$ cat config.mk
export PLATFORM = sky130hd
export DESIGN_NAME = card_interrupt_request_logic
export DESIGN_NICKNAME = d
export VERILOG_FILES = /design/src/card_irq_pkg.sv /design/src/card_interrupt_request_logic.sv /design/src/interval_timer_bank.sv
export SDC_FILE = /design/constraint.sdc
export NUM_CORES = 1
export LEC_CHECK = 0
export CORE_ASPECT_RATIO = 1.5
export CORE_MARGIN = 8
export CORE_UTILIZATION = 60
export CTS_CLUSTER_DIAMETER = 80
export DETAILED_ROUTE_END_ITERATION = 8
export DONT_BUFFER_PORTS = 1
export GPL_TIMING_DRIVEN = 1
export PLACE_DENSITY = 0.76
export SLEW_MARGIN = 20
export SYNTH_ARGS = -nofsm -noshare
export SYNTH_HDL_FRONTEND = slang
export SYNTH_SLANG_ARGS = --single-unit
$ cat constraint.sdc
create_clock -name clk_i -period 2.8 [get_ports clk_i]
set_clock_uncertainty 0.05 [all_clocks]
set_input_delay 0.28 -clock clk_i [delete_from_list [all_inputs] [get_ports clk_i]]
set_output_delay 0.28 -clock clk_i [all_outputs]
set_load 0.01 [all_outputs]
$ cat src/card_irq_pkg.sv
// constants shared by the card interrupt request logic and its timer bank
package card_irq_pkg;

   localparam int CLK_PERIOD_NS = 25;
   localparam int TICK_SLOW_NS = 64000;
   localparam int TICK_FAST_NS = 8000;
   localparam int TICK_SLOW_CYC = (TICK_SLOW_NS + CLK_PERIOD_NS - 1) / CLK_PERIOD_NS;
   localparam int TICK_FAST_CYC = (TICK_FAST_NS + CLK_PERIOD_NS - 1) / CLK_PERIOD_NS;
   localparam int TICK_W = 12;

   localparam int NUM_SOURCES = 8;
   localparam int NUM_TIMERS = 5;
   localparam int LEVEL_W = 3;

   // i/o port addresses
   localparam logic [7:0] PORT_STATUS = 8'h00;
   localparam logic [7:0] PORT_COMMAND = 8'h02;
   localparam logic [7:0] PORT_MASK = 8'h03;
   localparam logic [7:0] PORT_INT_ADDR = 8'h03;
   localparam logic [7:0] PORT_TIMER_BASE = 8'h05;

   // command port bits
   localparam int CMD_CLEAR_BIT = 0;
   localparam int CMD_SELECT_BIT = 2;
   localparam int CMD_VECTOR_BIT = 3;
   localparam int CMD_FAST_TICK_BIT = 5;

   // status port bits
   localparam int STAT_PENDING_BIT = 5;
   localparam int STAT_RECEIVE_BIT = 6;
   localparam int STAT_TRANSMIT_BIT = 7;

   // priority levels of the managed sources, 0 highest
   localparam int LVL_TIMER1 = 0;
   localparam int LVL_TIMER2 = 1;
   localparam int LVL_AUX = 2;
   localparam int LVL_TIMER3 = 3;
   localparam int LVL_RECEIVE = 4;
   localparam int LVL_TRANSMIT = 5;
   localparam int LVL_TIMER4 = 6;
   localparam int LVL_EIGHTH = 7;
   localparam logic [LEVEL_W-1:0] IDLE_LEVEL = 3'h7;

   // restart call opcode is 11 lll 111, target address 00 lll 000
   localparam logic [7:0] RESTART_OPCODE_BASE = 8'hc7;
   localparam int RESTART_FIELD_LSB = 3;
   localparam logic [15:0] NMI_TARGET = 16'h0066;

   localparam logic [1:0] MODE_FETCH_0 = 2'h0;

   typedef enum logic [1:0] {
      ACK_IDLE,
      ACK_FETCH
   } ack_state_t;

endpackage

$ cat src/card_interrupt_request_logic.sv
// interrupt request, masking, acceptance and restart vector logic of the card
`timescale 1ns/1ps
`default_nettype none
module card_interrupt_request_logic
   import card_irq_pkg::*;
#(
   parameter int SLOW_CYC = TICK_SLOW_CYC,
   parameter int FAST_CYC = TICK_FAST_CYC
) (
   input wire logic clk_i,
   input wire logic rst_i,
   input wire logic ce_i,
   input wire logic bus_reset_n_i,
   // sources
   input wire logic nmi_n_i,
   input wire logic int_n_i,
   input wire logic aux_int_n_i,
   input wire logic parallel_bit7_input_i,
   input wire logic receive_char_ready_i,
   input wire logic transmit_holding_empty_i,
   input wire logic chain_busy_i,
   // processor core sequencing
   input wire logic instr_end_i,
   input wire logic rdy_i,
   input wire logic hold_i,
   input wire logic enable_instruction_i,
   input wire logic disable_instruction_i,
   input wire logic nonmaskable_return_i,
   input wire logic mode_select_i,
   input wire logic [1:0] mode_code_i,
   // i/o port access
   input wire logic [7:0] io_addr_i,
   input wire logic io_wr_i,
   input wire logic io_rd_i,
   input wire logic [7:0] io_wdata_i,
   output logic [7:0] io_rdata_o,
   // data bus during acknowledge
   input wire logic [7:0] data_i,
   output logic [7:0] data_o,
   output logic data_oe_n_o,
   // results
   output logic cpu_int_n_o,
   output logic manager_int_o,
   output logic gate_o,
   output logic sinta_o,
   output logic nmi_ack_o,
   output logic int_ack_o,
   output logic jump_o,
   output logic [15:0] jump_addr_o
);

   function automatic logic [LEVEL_W-1:0] top_level(input logic [NUM_SOURCES-1:0] act);
      logic [LEVEL_W-1:0] lv;
      lv = IDLE_LEVEL;
      for (int i = NUM_SOURCES - 1; i >= 0; i--) begin
         if (act[i]) begin
            lv = LEVEL_W'(i);
         end
      end
      return lv;
   endfunction

   function automatic logic [7:0] restart_opcode(input logic [LEVEL_W-1:0] lv);
      return RESTART_OPCODE_BASE | {2'b00, lv, 3'b000};
   endfunction

   // ---------------- timers ----------------
   logic [7:0] command_reg, command_next;
   logic [7:0] mask_reg, mask_next;
   logic [NUM_TIMERS-1:0] timer_load, timer_zero;

   always_comb begin
      for (int t = 0; t < NUM_TIMERS; t++) begin
         timer_load[t] = io_wr_i && (io_addr_i == PORT_TIMER_BASE + 8'(t));
      end
   end

   interval_timer_bank #(
      .N(NUM_TIMERS),
      .SLOW_CYC(SLOW_CYC),
      .FAST_CYC(FAST_CYC)
   ) u_timers (
      .clk_i(clk_i),
      .rst_i(rst_i),
      .ce_i(ce_i),
      .fast_tick_i(command_reg[CMD_FAST_TICK_BIT]),
      .load_i(timer_load),
      .load_data_i(io_wdata_i),
      .zero_o(timer_zero)
   );

   // ---------------- request latches ----------------
   logic [NUM_SOURCES-1:0] req_reg, req_next, req_set, req_clr, active;
   logic nmi_n_d_reg, aux_n_d_reg, pb7_d_reg, nmi_latch_reg;
   logic nmi_n_d_next, aux_n_d_next, pb7_d_next, nmi_latch_next;
   logic pending;
   logic [LEVEL_W-1:0] level_now, level_reg, level_next;
   logic addr_read, supply_clear;
   logic [7:0] rdata_next;
   logic nmi_take, int_take, sample_point;

   always_comb begin
      active = req_reg & mask_reg;
      pending = |active;
      level_now = top_level(active);
      addr_read = io_rd_i && (io_addr_i == PORT_INT_ADDR);

      req_set = '0;
      req_set[LVL_TIMER1] = timer_zero[0];
      req_set[LVL_TIMER2] = timer_zero[1];
      req_set[LVL_TIMER3] = timer_zero[2];
      req_set[LVL_TIMER4] = timer_zero[3];
      req_set[LVL_AUX] = aux_n_d_reg && !aux_int_n_i;
      req_set[LVL_RECEIVE] = receive_char_ready_i;
      req_set[LVL_TRANSMIT] = transmit_holding_empty_i;
      req_set[LVL_EIGHTH] = command_reg[CMD_SELECT_BIT] ?
                            (!pb7_d_reg && parallel_bit7_input_i) : timer_zero[4];

      req_clr = '0;
      if (io_wr_i && io_addr_i == PORT_COMMAND && io_wdata_i[CMD_CLEAR_BIT]) begin
         req_clr = '1;
      end
      if (addr_read && pending) begin
         req_clr[level_now] = 1'b1;
      end
      if (supply_clear) begin
         req_clr[level_reg] = 1'b1;
      end
      // a new event in the clearing cycle survives
      req_next = (req_reg & ~req_clr) | req_set;

      nmi_n_d_next = nmi_n_i;
      aux_n_d_next = aux_int_n_i;
      pb7_d_next = parallel_bit7_input_i;
      nmi_latch_next = (nmi_latch_reg && !nmi_take) ||
                       (nmi_n_d_reg && !nmi_n_i);

      command_next = command_reg;
      mask_next = mask_reg;
      if (io_wr_i && io_addr_i == PORT_COMMAND) begin
         command_next = io_wdata_i;
      end
      if (io_wr_i && io_addr_i == PORT_MASK) begin
         mask_next = io_wdata_i;
      end

      rdata_next = io_rdata_o;
      if (io_rd_i) begin
         rdata_next = 8'h00;
         if (io_addr_i == PORT_STATUS) begin
            rdata_next[STAT_PENDING_BIT] = pending;
            rdata_next[STAT_RECEIVE_BIT] = req_reg[LVL_RECEIVE];
            rdata_next[STAT_TRANSMIT_BIT] = req_reg[LVL_TRANSMIT];
         end else if (io_addr_i == PORT_INT_ADDR) begin
            rdata_next = restart_opcode(level_now);
         end
      end
   end

   always_ff @(posedge clk_i) begin
      if (rst_i) begin
         req_reg <= '0;
         nmi_n_d_reg <= 1'b1;
         aux_n_d_reg <= 1'b1;
         pb7_d_reg <= 1'b0;
         nmi_latch_reg <= 1'b0;
         command_reg <= 8'h00;
         mask_reg <= 8'h00;
         io_rdata_o <= 8'h00;
      end else if (ce_i) begin
         req_reg <= req_next;
         nmi_n_d_reg <= nmi_n_d_next;
         aux_n_d_reg <= aux_n_d_next;
         pb7_d_reg <= pb7_d_next;
         nmi_latch_reg <= nmi_latch_next;
         command_reg <= command_next;
         mask_reg <= mask_next;
         io_rdata_o <= rdata_next;
      end
   end

   // ---------------- processor acceptance ----------------
   ack_state_t state_reg, state_next;
   logic gate_next, saved_gate_reg, saved_gate_next;
   logic [1:0] mode_reg, mode_next;
   logic supply_reg, supply_next;
   logic manager_int_next, cpu_int_n_next;
   logic sinta_next, nmi_ack_next, int_ack_next, jump_next, data_oe_n_next;
   logic [15:0] jump_addr_next;
   logic [7:0] data_next, opcode;

   always_comb begin
      manager_int_next = pending && !chain_busy_i;
      cpu_int_n_next = !(manager_int_o || !int_n_i);
      // halt keeps issuing instruction ends, so a halted core is still served
      sample_point = instr_end_i && rdy_i && !hold_i && state_reg == ACK_IDLE;
      nmi_take = sample_point && nmi_latch_reg;
      int_take = sample_point && !nmi_latch_reg && gate_o && !cpu_int_n_o;
      supply_clear = state_reg == ACK_FETCH && supply_reg;

      gate_next = gate_o;
      saved_gate_next = saved_gate_reg;
      mode_next = mode_reg;
      if (!bus_reset_n_i) begin
         gate_next = 1'b0;
         saved_gate_next = 1'b0;
         mode_next = MODE_FETCH_0;
      end else if (nmi_take) begin
         gate_next = 1'b0;
         saved_gate_next = gate_o;
      end else if (int_take || disable_instruction_i) begin
         gate_next = 1'b0;
         saved_gate_next = 1'b0;
      end else if (enable_instruction_i) begin
         gate_next = 1'b1;
         saved_gate_next = 1'b1;
      end else if (nonmaskable_return_i) begin
         gate_next = saved_gate_reg;
      end
      if (bus_reset_n_i && mode_select_i) begin
         mode_next = mode_code_i;
      end

      state_next = state_reg;
      level_next = level_reg;
      supply_next = supply_reg;
      data_next = data_o;
      data_oe_n_next = 1'b1;
      sinta_next = 1'b0;
      nmi_ack_next = nmi_take;
      int_ack_next = int_take;
      jump_next = 1'b0;
      jump_addr_next = jump_addr_o;
      opcode = supply_reg ? data_o : data_i;

      unique case (state_reg)
         ACK_IDLE: begin
            if (nmi_take) begin
               jump_next = 1'b1;
               jump_addr_next = NMI_TARGET;
            end else if (int_take && mode_reg == MODE_FETCH_0) begin
               // only the mode 0 fetch is handled here
               state_next = ACK_FETCH;
               sinta_next = 1'b1;
               level_next = level_now;
               supply_next = command_reg[CMD_VECTOR_BIT] && manager_int_o;
               data_next = restart_opcode(level_now);
               data_oe_n_next = !(command_reg[CMD_VECTOR_BIT] && manager_int_o);
            end
         end
         ACK_FETCH: begin
            // external sources read sinta and drive data_i themselves
            state_next = ACK_IDLE;
            jump_next = 1'b1;
            jump_addr_next = {8'h00, 2'b00,
                              opcode[RESTART_FIELD_LSB +: LEVEL_W], 3'b000};
         end
      endcase
   end

   always_ff @(posedge clk_i) begin
      if (rst_i) begin
         state_reg <= ACK_IDLE;
         gate_o <= 1'b0;
         saved_gate_reg <= 1'b0;
         mode_reg <= MODE_FETCH_0;
         level_reg <= IDLE_LEVEL;
         supply_reg <= 1'b0;
         manager_int_o <= 1'b0;
         cpu_int_n_o <= 1'b1;
         sinta_o <= 1'b0;
         nmi_ack_o <= 1'b0;
         int_ack_o <= 1'b0;
         jump_o <= 1'b0;
         jump_addr_o <= 16'h0000;
         data_o <= 8'h00;
         data_oe_n_o <= 1'b1;
      end else if (ce_i) begin
         state_reg <= state_next;
         gate_o <= gate_next;
         saved_gate_reg <= saved_gate_next;
         mode_reg <= mode_next;
         level_reg <= level_next;
         supply_reg <= supply_next;
         manager_int_o <= manager_int_next;
         cpu_int_n_o <= cpu_int_n_next;
         sinta_o <= sinta_next;
         nmi_ack_o <= nmi_ack_next;
         int_ack_o <= int_ack_next;
         jump_o <= jump_next;
         jump_addr_o <= jump_addr_next;
         data_o <= data_next;
         data_oe_n_o <= data_oe_n_next;
      end
   end

endmodule
`default_nettype wire

$ cat src/interval_timer_bank.sv
// bank of down-counting interval timers sharing one free-running tick
`timescale 1ns/1ps
`default_nettype none
module interval_timer_bank
   import card_irq_pkg::*;
#(
   parameter int N = NUM_TIMERS,
   parameter int SLOW_CYC = TICK_SLOW_CYC,
   parameter int FAST_CYC = TICK_FAST_CYC
) (
   input wire logic clk_i,
   input wire logic rst_i,
   input wire logic ce_i,
   input wire logic fast_tick_i,
   input wire logic [N-1:0] load_i,
   input wire logic [7:0] load_data_i,
   output logic [N-1:0] zero_o
);

   logic [TICK_W-1:0] presc_reg, presc_next;
   logic tick;

   // the prescaler never restarts on a load, so a reload done before the
   // next tick keeps the interval locked to the tick grid
   always_comb begin
      tick = (fast_tick_i && presc_reg >= TICK_W'(FAST_CYC - 1)) ||
             (presc_reg >= TICK_W'(SLOW_CYC - 1));
      presc_next = tick ? '0 : presc_reg + TICK_W'(1);
   end

   always_ff @(posedge clk_i) begin
      if (rst_i) begin
         presc_reg <= '0;
      end else if (ce_i) begin
         presc_reg <= presc_next;
      end
   end

   genvar g;
   generate
      for (g = 0; g < N; g++) begin : gen_timer
         logic [7:0] cnt_reg, cnt_next;
         logic run_reg, run_next;
         logic zero_reg, zero_next;

         always_comb begin
            cnt_next = cnt_reg;
            run_next = run_reg;
            zero_next = 1'b0;
            if (load_i[g]) begin
               cnt_next = load_data_i;
               run_next = 1'b1;
            end else if (run_reg && tick) begin
               if (cnt_reg <= 8'h01) begin
                  cnt_next = 8'h00;
                  run_next = 1'b0;
                  zero_next = 1'b1;
               end else begin
                  cnt_next = cnt_reg - 8'h01;
               end
            end
         end

         always_ff @(posedge clk_i) begin
            if (rst_i) begin
               cnt_reg <= 8'h00;
               run_reg <= 1'b0;
               zero_reg <= 1'b0;
            end else if (ce_i) begin
               cnt_reg <= cnt_next;
               run_reg <= run_next;
               zero_reg <= zero_next;
            end
         end

         assign zero_o[g] = zero_reg;
      end
   endgenerate

endmodule
`default_nettype wire

==> results of run 1 <==
-- through the flow --
| stage | hold slack [ps] | utilization | std cells | instance area [um^2] | total power, mW |
|---|---|---|---|---|---|
| after floorplan | 352 | - | 776 | 6240 | 1.82 |
| after global placement | 310 | 0.607 | 843 | 6120 | 1.79 |
| after detailed placement | 313 | 0.607 | 843 | 6120 | 1.80 |
| after CTS | 1.63 | 0.683 | 890 | 6880 | 3.94 |
| after global routing | 1.46 | 0.683 | 890 | 6880 | 4.04 |
| final | 11.9 | 0.683 | 890 | 6880 | 3.92 |
-- layer usage --
| metal | track usage | part of all wire | vias up |
|---|---|---|---|
| met5 | 0 | 0 | - |
| met4 | 0.129 | 0.032 | 0 |
| met3 | 0.0595 | 0.083 | 40 |
| met2 | 0.420 | 0.49 | 224 |
| met1 | 0.268 | 0.39 | 2701 |
| li1 | - | - | 2729 |
-- worst max-delay path, delay by kind of cell (launching register included) --
kind / cells / cell delay [ps]
compound gates: 2 / 570
flops: 1 / 360
fa+ha+maj: 1 / 200
simple gates: 4 / 1050
-- layout make-up --
class	count	area, um^2	area share
clock buffers	25	495	0.0720
inverters	27	101	0.0147
flip-flops and latches	115	2300	0.335
well taps	117	146	0.0213
repair buffers	22	225	0.0327
clock inverters	5	75.1	0.0109
multi-input cells	579	3530	0.514
-- worst paths after layout --
check | start | endpoint | slack, ps | cells past startpoint
setup / recovery | u_timers.presc_reg[0] | u_timers.presc_reg[3] | 440 | 7
hold reg to reg | mode_reg[0] | mode_reg[0] | 410 | 2
setup reg to reg | u_timers.presc_reg[0] | u_timers.presc_reg[3] | 440 | 7
hold / removal | mode_select_i | mode_reg[1] | 10 | 2
-- repair_timing --
action,in CTS,in global routing
hold endpoints to repair,104,0
hold buffers,17,0
gates resized for setup,0,0
-- logic make-up after synthesis --
family | synth area share
AO/OA/AOI/OAI | 0.219
XOR/XNOR | 0.0282
adder cells (fa/ha/maj) | 0.0222
buffers and inverters | 0.0649
flip-flops | 0.371
multiplexers | 0.0389
other | 0.000604
AND/OR/NAND/NOR | 0.255
-- where the power goes --
part           internal [mW]  switching, mW  leakage [nW]  total, mW
clock network           1.39          0.706         0.283       2.09
registers               1.66         0.0207         0.930       1.68
logic                 0.0582         0.0839          1.37      0.142
-- cell usage in the layout, fill, tap and decap left out, types with 4 or more instances in the layout --
cell	instances
a22oi_1	9
and2_1	5
o31ai_1	7
nor3_1	26
nand2_1	82
ha_1	11
xnor2_1	7
nand3b_1	4
nand2b_1	12
and3_1	10
or2_2	5
or3_1	5
a32o_1	4
inv_1	27
a211o_1	6
nor2_1	89
dlygate4sd3_1	16
o32ai_1	8
a221oi_1	7
a21oi_1	70
a32oi_1	4
mux2i_1	23
nor4_1	8
dfxtp_1	115
or4_1	4
nand3_1	19
o21a_1	5
buf_4	5
nor2b_1	5
xor2_1	13
clkbuf_1	4
nand4_1	16
conb_1	10
o21ai_0	30
a211oi_1	19
clkbuf_8	4
clkbuf_16	17
==> qor.csv, run 1 <==
stage,metric,value,unit
worst_setup_path,Max stage delay on crit path,410,ps
synth,synth unique cells,75,
clock_network,Max Buffers Root-to-Sink,2,
synth,share of the synthesized area in the top cell type,0.371,
synth,cell count after synthesis,767,
synth,sequential area share after synthesis,0.371,
min_path,Hold WC Path Type,in -> reg,
cells_and_area,share of layout cells above drive strength 1,0.0776,
global_route,first-pass GRT wire length,27.7,mm
flow_run,max cap viols,0,
clock_network,clock tree from TritonCTS,done,
synth,most frequent cell after synthesis,dfxtp_1,
synth,synthesized area per cell,8.09,um^2
floorplan,die height,141,um
clock_network,Post-CTS Setup Bufs,0,
global_route,number of global-route vias before repair,5566,
routing,Residual DRC,0,
global_route,Congestion Overflow GR,0,
synth,ys async rst share,0,
routing,WL/cell,18.8,um
global_route,largest net degree at the start of global routing,104,
global_route,initial antenna violation count,0,
timing,setup TNS,0,ps
floorplan,Die Area,13900,um^2
clock_network,clk root buf,clkbuf_16,
floorplan,die span in x,99.0,um
timing,final-report max-slew violation count,0,
timing,final worst setup slack,436,ps
power,pwr dens,569,nW/um^2
worst_setup_path,peak fanout along the critical path,11,
routing,vias,5694,
worst_setup_path,Setup crit end kind,flop,
clock_network,worst-skew pair later-pin latency,410,ps
clock_network,clock sinks,115,
timing,crit path time final,2360,ps
timing,Slew Limit Headroom,0.497,
clock_network,Worst-path clk slew,50,ps
routing,TritonRoute pass-1 iters,5,
synth,Synth area leader,dfxtp_1,
synth,number of synthesized flops with an enable pin,0,
floorplan,io pins,86,
synth,Yosys reg bits,115,
placement,port bufs,0,
clock_network,CTS buffer count,17,
cells_and_area,max FFs per register,40,
global_route,Total GRT Usage,0.244,
routing,WL final,16.8,mm
power,Worst VDD drop,0.461,mV
status,outcome,"finished, final reports clean",
synth,Post-Syn Area,6210,um^2
clock_network,CTS H-tree depth,4,
placement,HPWL after DPL,10.5,mm
synth,top post-synthesis cells by count,"115 x dfxtp_1, 89 x nor2_1, 82 x nand2_1",
timing,Slew @ Worst Pin,752,ps
floorplan,initial core utilization,0.616,
floorplan,floorplan core area,10100,um^2
placement,Setup WS pre-CTS,437,ps
timing,unrepaired setup endpoints after global routing,false,
routing,DRT antenna net count,0,
worst_setup_path,CP Cell Sequence,"ha_1, nand3_1, nor3_2, o21ai_1, a21oi_2, or2_1, nor2_1",
routing,Avg Vias per Cell,6.40,
worst_setup_path,crit path kind,reg -> reg,
timing,final period utilization,0.844,
cells_and_area,Final nets,819,
worst_setup_path,Worst EP required,3020,ps
cells_and_area,antenna diode count,0,
cells_and_area,area growth from synthesis to layout,10.9,%
timing,FMAX,0.423,GHz
cells_and_area,fillcell total,805,
synth,synth top area cells,"dfxtp_1 37%, a21oi_1 5.6%, nor2_1 5.4%, nand2_1 5.0%, mux2i_1 3.7%",
placement,Final GP Congestion,0.897,
synth,warnings from Yosys,0,
timing,final hold vios,0,
worst_setup_path,Crit-path slowest cell,nor3_2,
routing,Iter 0 DRT Violations,455,
worst_setup_path,data arrival time of the worst path,2590,ps
power,Leak,2.58,nW
timing,Final setup viols,0,
floorplan,Rows,45,
worst_setup_path,CP startpoint kind,flop,
synth,main flop type after synthesis,dfxtp_1,
Note: power is estimated with default switching activity, not from simulation.
==> run 2, diff against run 1 <==
==> constraint.sdc (replaced) <==
create_clock -name clk_i -period 2.45 [get_ports clk_i]
set_clock_uncertainty 0.05 [all_clocks]
set_input_delay 0.245 -clock clk_i [delete_from_list [all_inputs] [get_ports clk_i]]
set_output_delay 0.245 -clock clk_i [all_outputs]
set_load 0.01 [all_outputs]
==> run 2 against run 1 <==
  * The run now ends with hold timing left
  * Setup slack got worse by 240 ps
  * Register-to-register slack lost 240 ps
  * Highest routed layer unchanged
  * Design area up 2.9%
==> qor.csv, run 2 (same netlist as run 1, synthesis figures left out) <==
stage,metric,value,unit
status,outcome,finished with violations,
status,violated checks,hold timing,
power,Internal,3.65,mW
power,Clock power frac,0.551,
worst_setup_path,CP Cell Sequence,"or4_1, nor4_2, nor2_1, a32o_1, nand2_1, a21oi_1",
worst_setup_path,Worst EP required,2680,ps
cells_and_area,fillcell total,786,
global_route,number of global-route vias before repair,5661,
global_route,initial antenna violation count,0,
cells_and_area,most frequent cells in the layout,"115 x dfxtp_1, 89 x nor2_1, 82 x nand2_1",
placement,Final GP Congestion,0.879,
worst_setup_path,launch point of the worst reg-to-reg path,u_timers.gen_timer[4].cnt_reg[2],
clock_network,clock sinks,115,
timing,hold slack,-1.67,ps
worst_setup_path,CP startpoint kind,flop,
power,Tot Pwr,4.68,mW
routing,DRT antenna net count,0,
power,Logic pwr share,0.039,
clock_network,clk root buf,clkbuf_16,
floorplan,die span in x,99.0,um
worst_setup_path,Max stage delay on crit path,600,ps
power,register share of total power,0.410,
floorplan,initial core utilization,0.616,
global_route,first-pass GRT wire length,27.6,mm
timing,Slew Limit Headroom,0.557,
power,pwr dens,660,nW/um^2
power,switching power,1.03,mW
cells_and_area,Final nets,836,
routing,Avg Vias per Cell,6.40,
routing,Residual DRC,0,
worst_setup_path,Setup crit end kind,flop,
global_route,Congestion Overflow GR,0,
routing,vias,5817,
placement,HPWL after DPL,10.8,mm
clock_network,worst-skew pair later-pin latency,410,ps
timing,final hold vios,1,
clock_network,CTS buffer count,17,
routing,WL/cell,18.7,um
cells_and_area,"Core Util, Final",0.702,
min_path,Hold WC Path Type,in -> reg,
placement,Post-DP Area,6170,um^2
timing,final period utilization,0.921,
timing,setup TNS,0,ps
timing,final-report max-slew violation count,0,
routing,WL final,17.0,mm
timing,Slew @ Worst Pin,658,ps
cells_and_area,max FFs per register,40,
global_route,largest net degree at the start of global routing,108,
clock_network,Worst-path clk slew,60,ps
worst_setup_path,WP buf/inv,0,
worst_setup_path,peak fanout along the critical path,5,
worst_setup_path,CP top delay family,simple AND/OR/NAND/NOR gates,
min_path,hold path start,ce_i,
cells_and_area,"commonest non-fill, non-tap cell in the layout",dfxtp_1,
timing,unrepaired setup endpoints after global routing,false,
floorplan,die height,141,um
worst_setup_path,data arrival time of the worst path,2490,ps
cells_and_area,antenna diode count,0,
floorplan,Rows,45,
worst_setup_path,crit path kind,reg -> reg,
floorplan,floorplan core area,10100,um^2
power,Leak,2.67,nW
cells_and_area,Finished Cell Area,7080,um^2
worst_setup_path,Crit-path slowest cell,or4_1,
worst_setup_path,crit path launch,u_timers.gen_timer[4].cnt_reg[2],
placement,port bufs,0,
clock_network,Max Buffers Root-to-Sink,2,
routing,Iter 0 DRT Violations,330,
floorplan,io pins,86,
timing,FMAX,0.443,GHz
flow_run,max cap viols,0,
power,Sw Ratio,0.220,
cells_and_area,area growth from synthesis to layout,14.1,%
routing,TritonRoute pass-1 iters,5,
floorplan,Die Area,13900,um^2
clock_network,CTS H-tree depth,4,
clock_network,clock tree from TritonCTS,done,
timing,crit path time final,2260,ps
timing,Final setup viols,0,
power,Worst VDD drop,0.584,mV
global_route,Total GRT Usage,0.244,
cells_and_area,share of layout cells above drive strength 1,0.0947,
[run 2: metal layers]
| layer | global-route usage | up-vias | routed length, um |
|---|---|---|---|
| met5 | 0 | - | 0 |
| met4 | 0.120 | 0 | 531 |
| met3 | 0.0590 | 48 | 1280 |
| met2 | 0.432 | 246 | 8570 |
| met1 | 0.264 | 2758 | 6590 |
| li1 | - | 2765 | - |
[run 2: final timing paths]
| path | endpoint | slack, ps | cells past startpoint |
|---|---|---|---|
| worst max-delay path | u_timers.gen_timer[4].cnt_reg[2] | 190 | 6 |
| worst min-delay path | jump_addr_o[2] | -2 | 2 |
| worst max register to register | u_timers.gen_timer[4].cnt_reg[2] | 190 | 6 |
| worst min register to register | command_reg[2] | 420 | 2 |
[run 2: final cells by class]
| class | instances | area [um^2] | area share |
|---|---|---|---|
| multi-input cells | 579 | 3540 | 0.499 |
| well taps | 117 | 146 | 0.0207 |
| flip-flops and latches | 115 | 2300 | 0.325 |
| repair buffers | 39 | 373 | 0.0527 |
| clock inverters | 12 | 154 | 0.0217 |
| inverters | 27 | 101 | 0.0143 |
| clock buffers | 20 | 467 | 0.0659 |
[run 2: repair_timing]
item	CTS	global route
gates resized for setup	0	1
setup endpoints to repair	0	3
hold endpoints to repair	106	0
hold buffers	27	0
setup buffers	0	0
[run 2: power groups by stage]
stage,clock network [mW],logic (mW),registers [mW]
finish,2.57,0.182,1.92
global route,2.69,0.196,1.92
CTS,2.59,0.180,1.92
detailed placement,0,0.0982,1.96
global placement,0,0.0946,1.96
floorplan,0,0.132,1.95
[run 2: metrics by stage]
step           hold WS (ps)  instances  setup slack, ps
6_report              -1.67        909              194
5_1_grt                12.6        909             4.16
4_1_cts              0.0462        909              171
3_5_place_dp            278        850              197
3_3_place_gp            275        850              240
2_1_floorplan           317        776              414
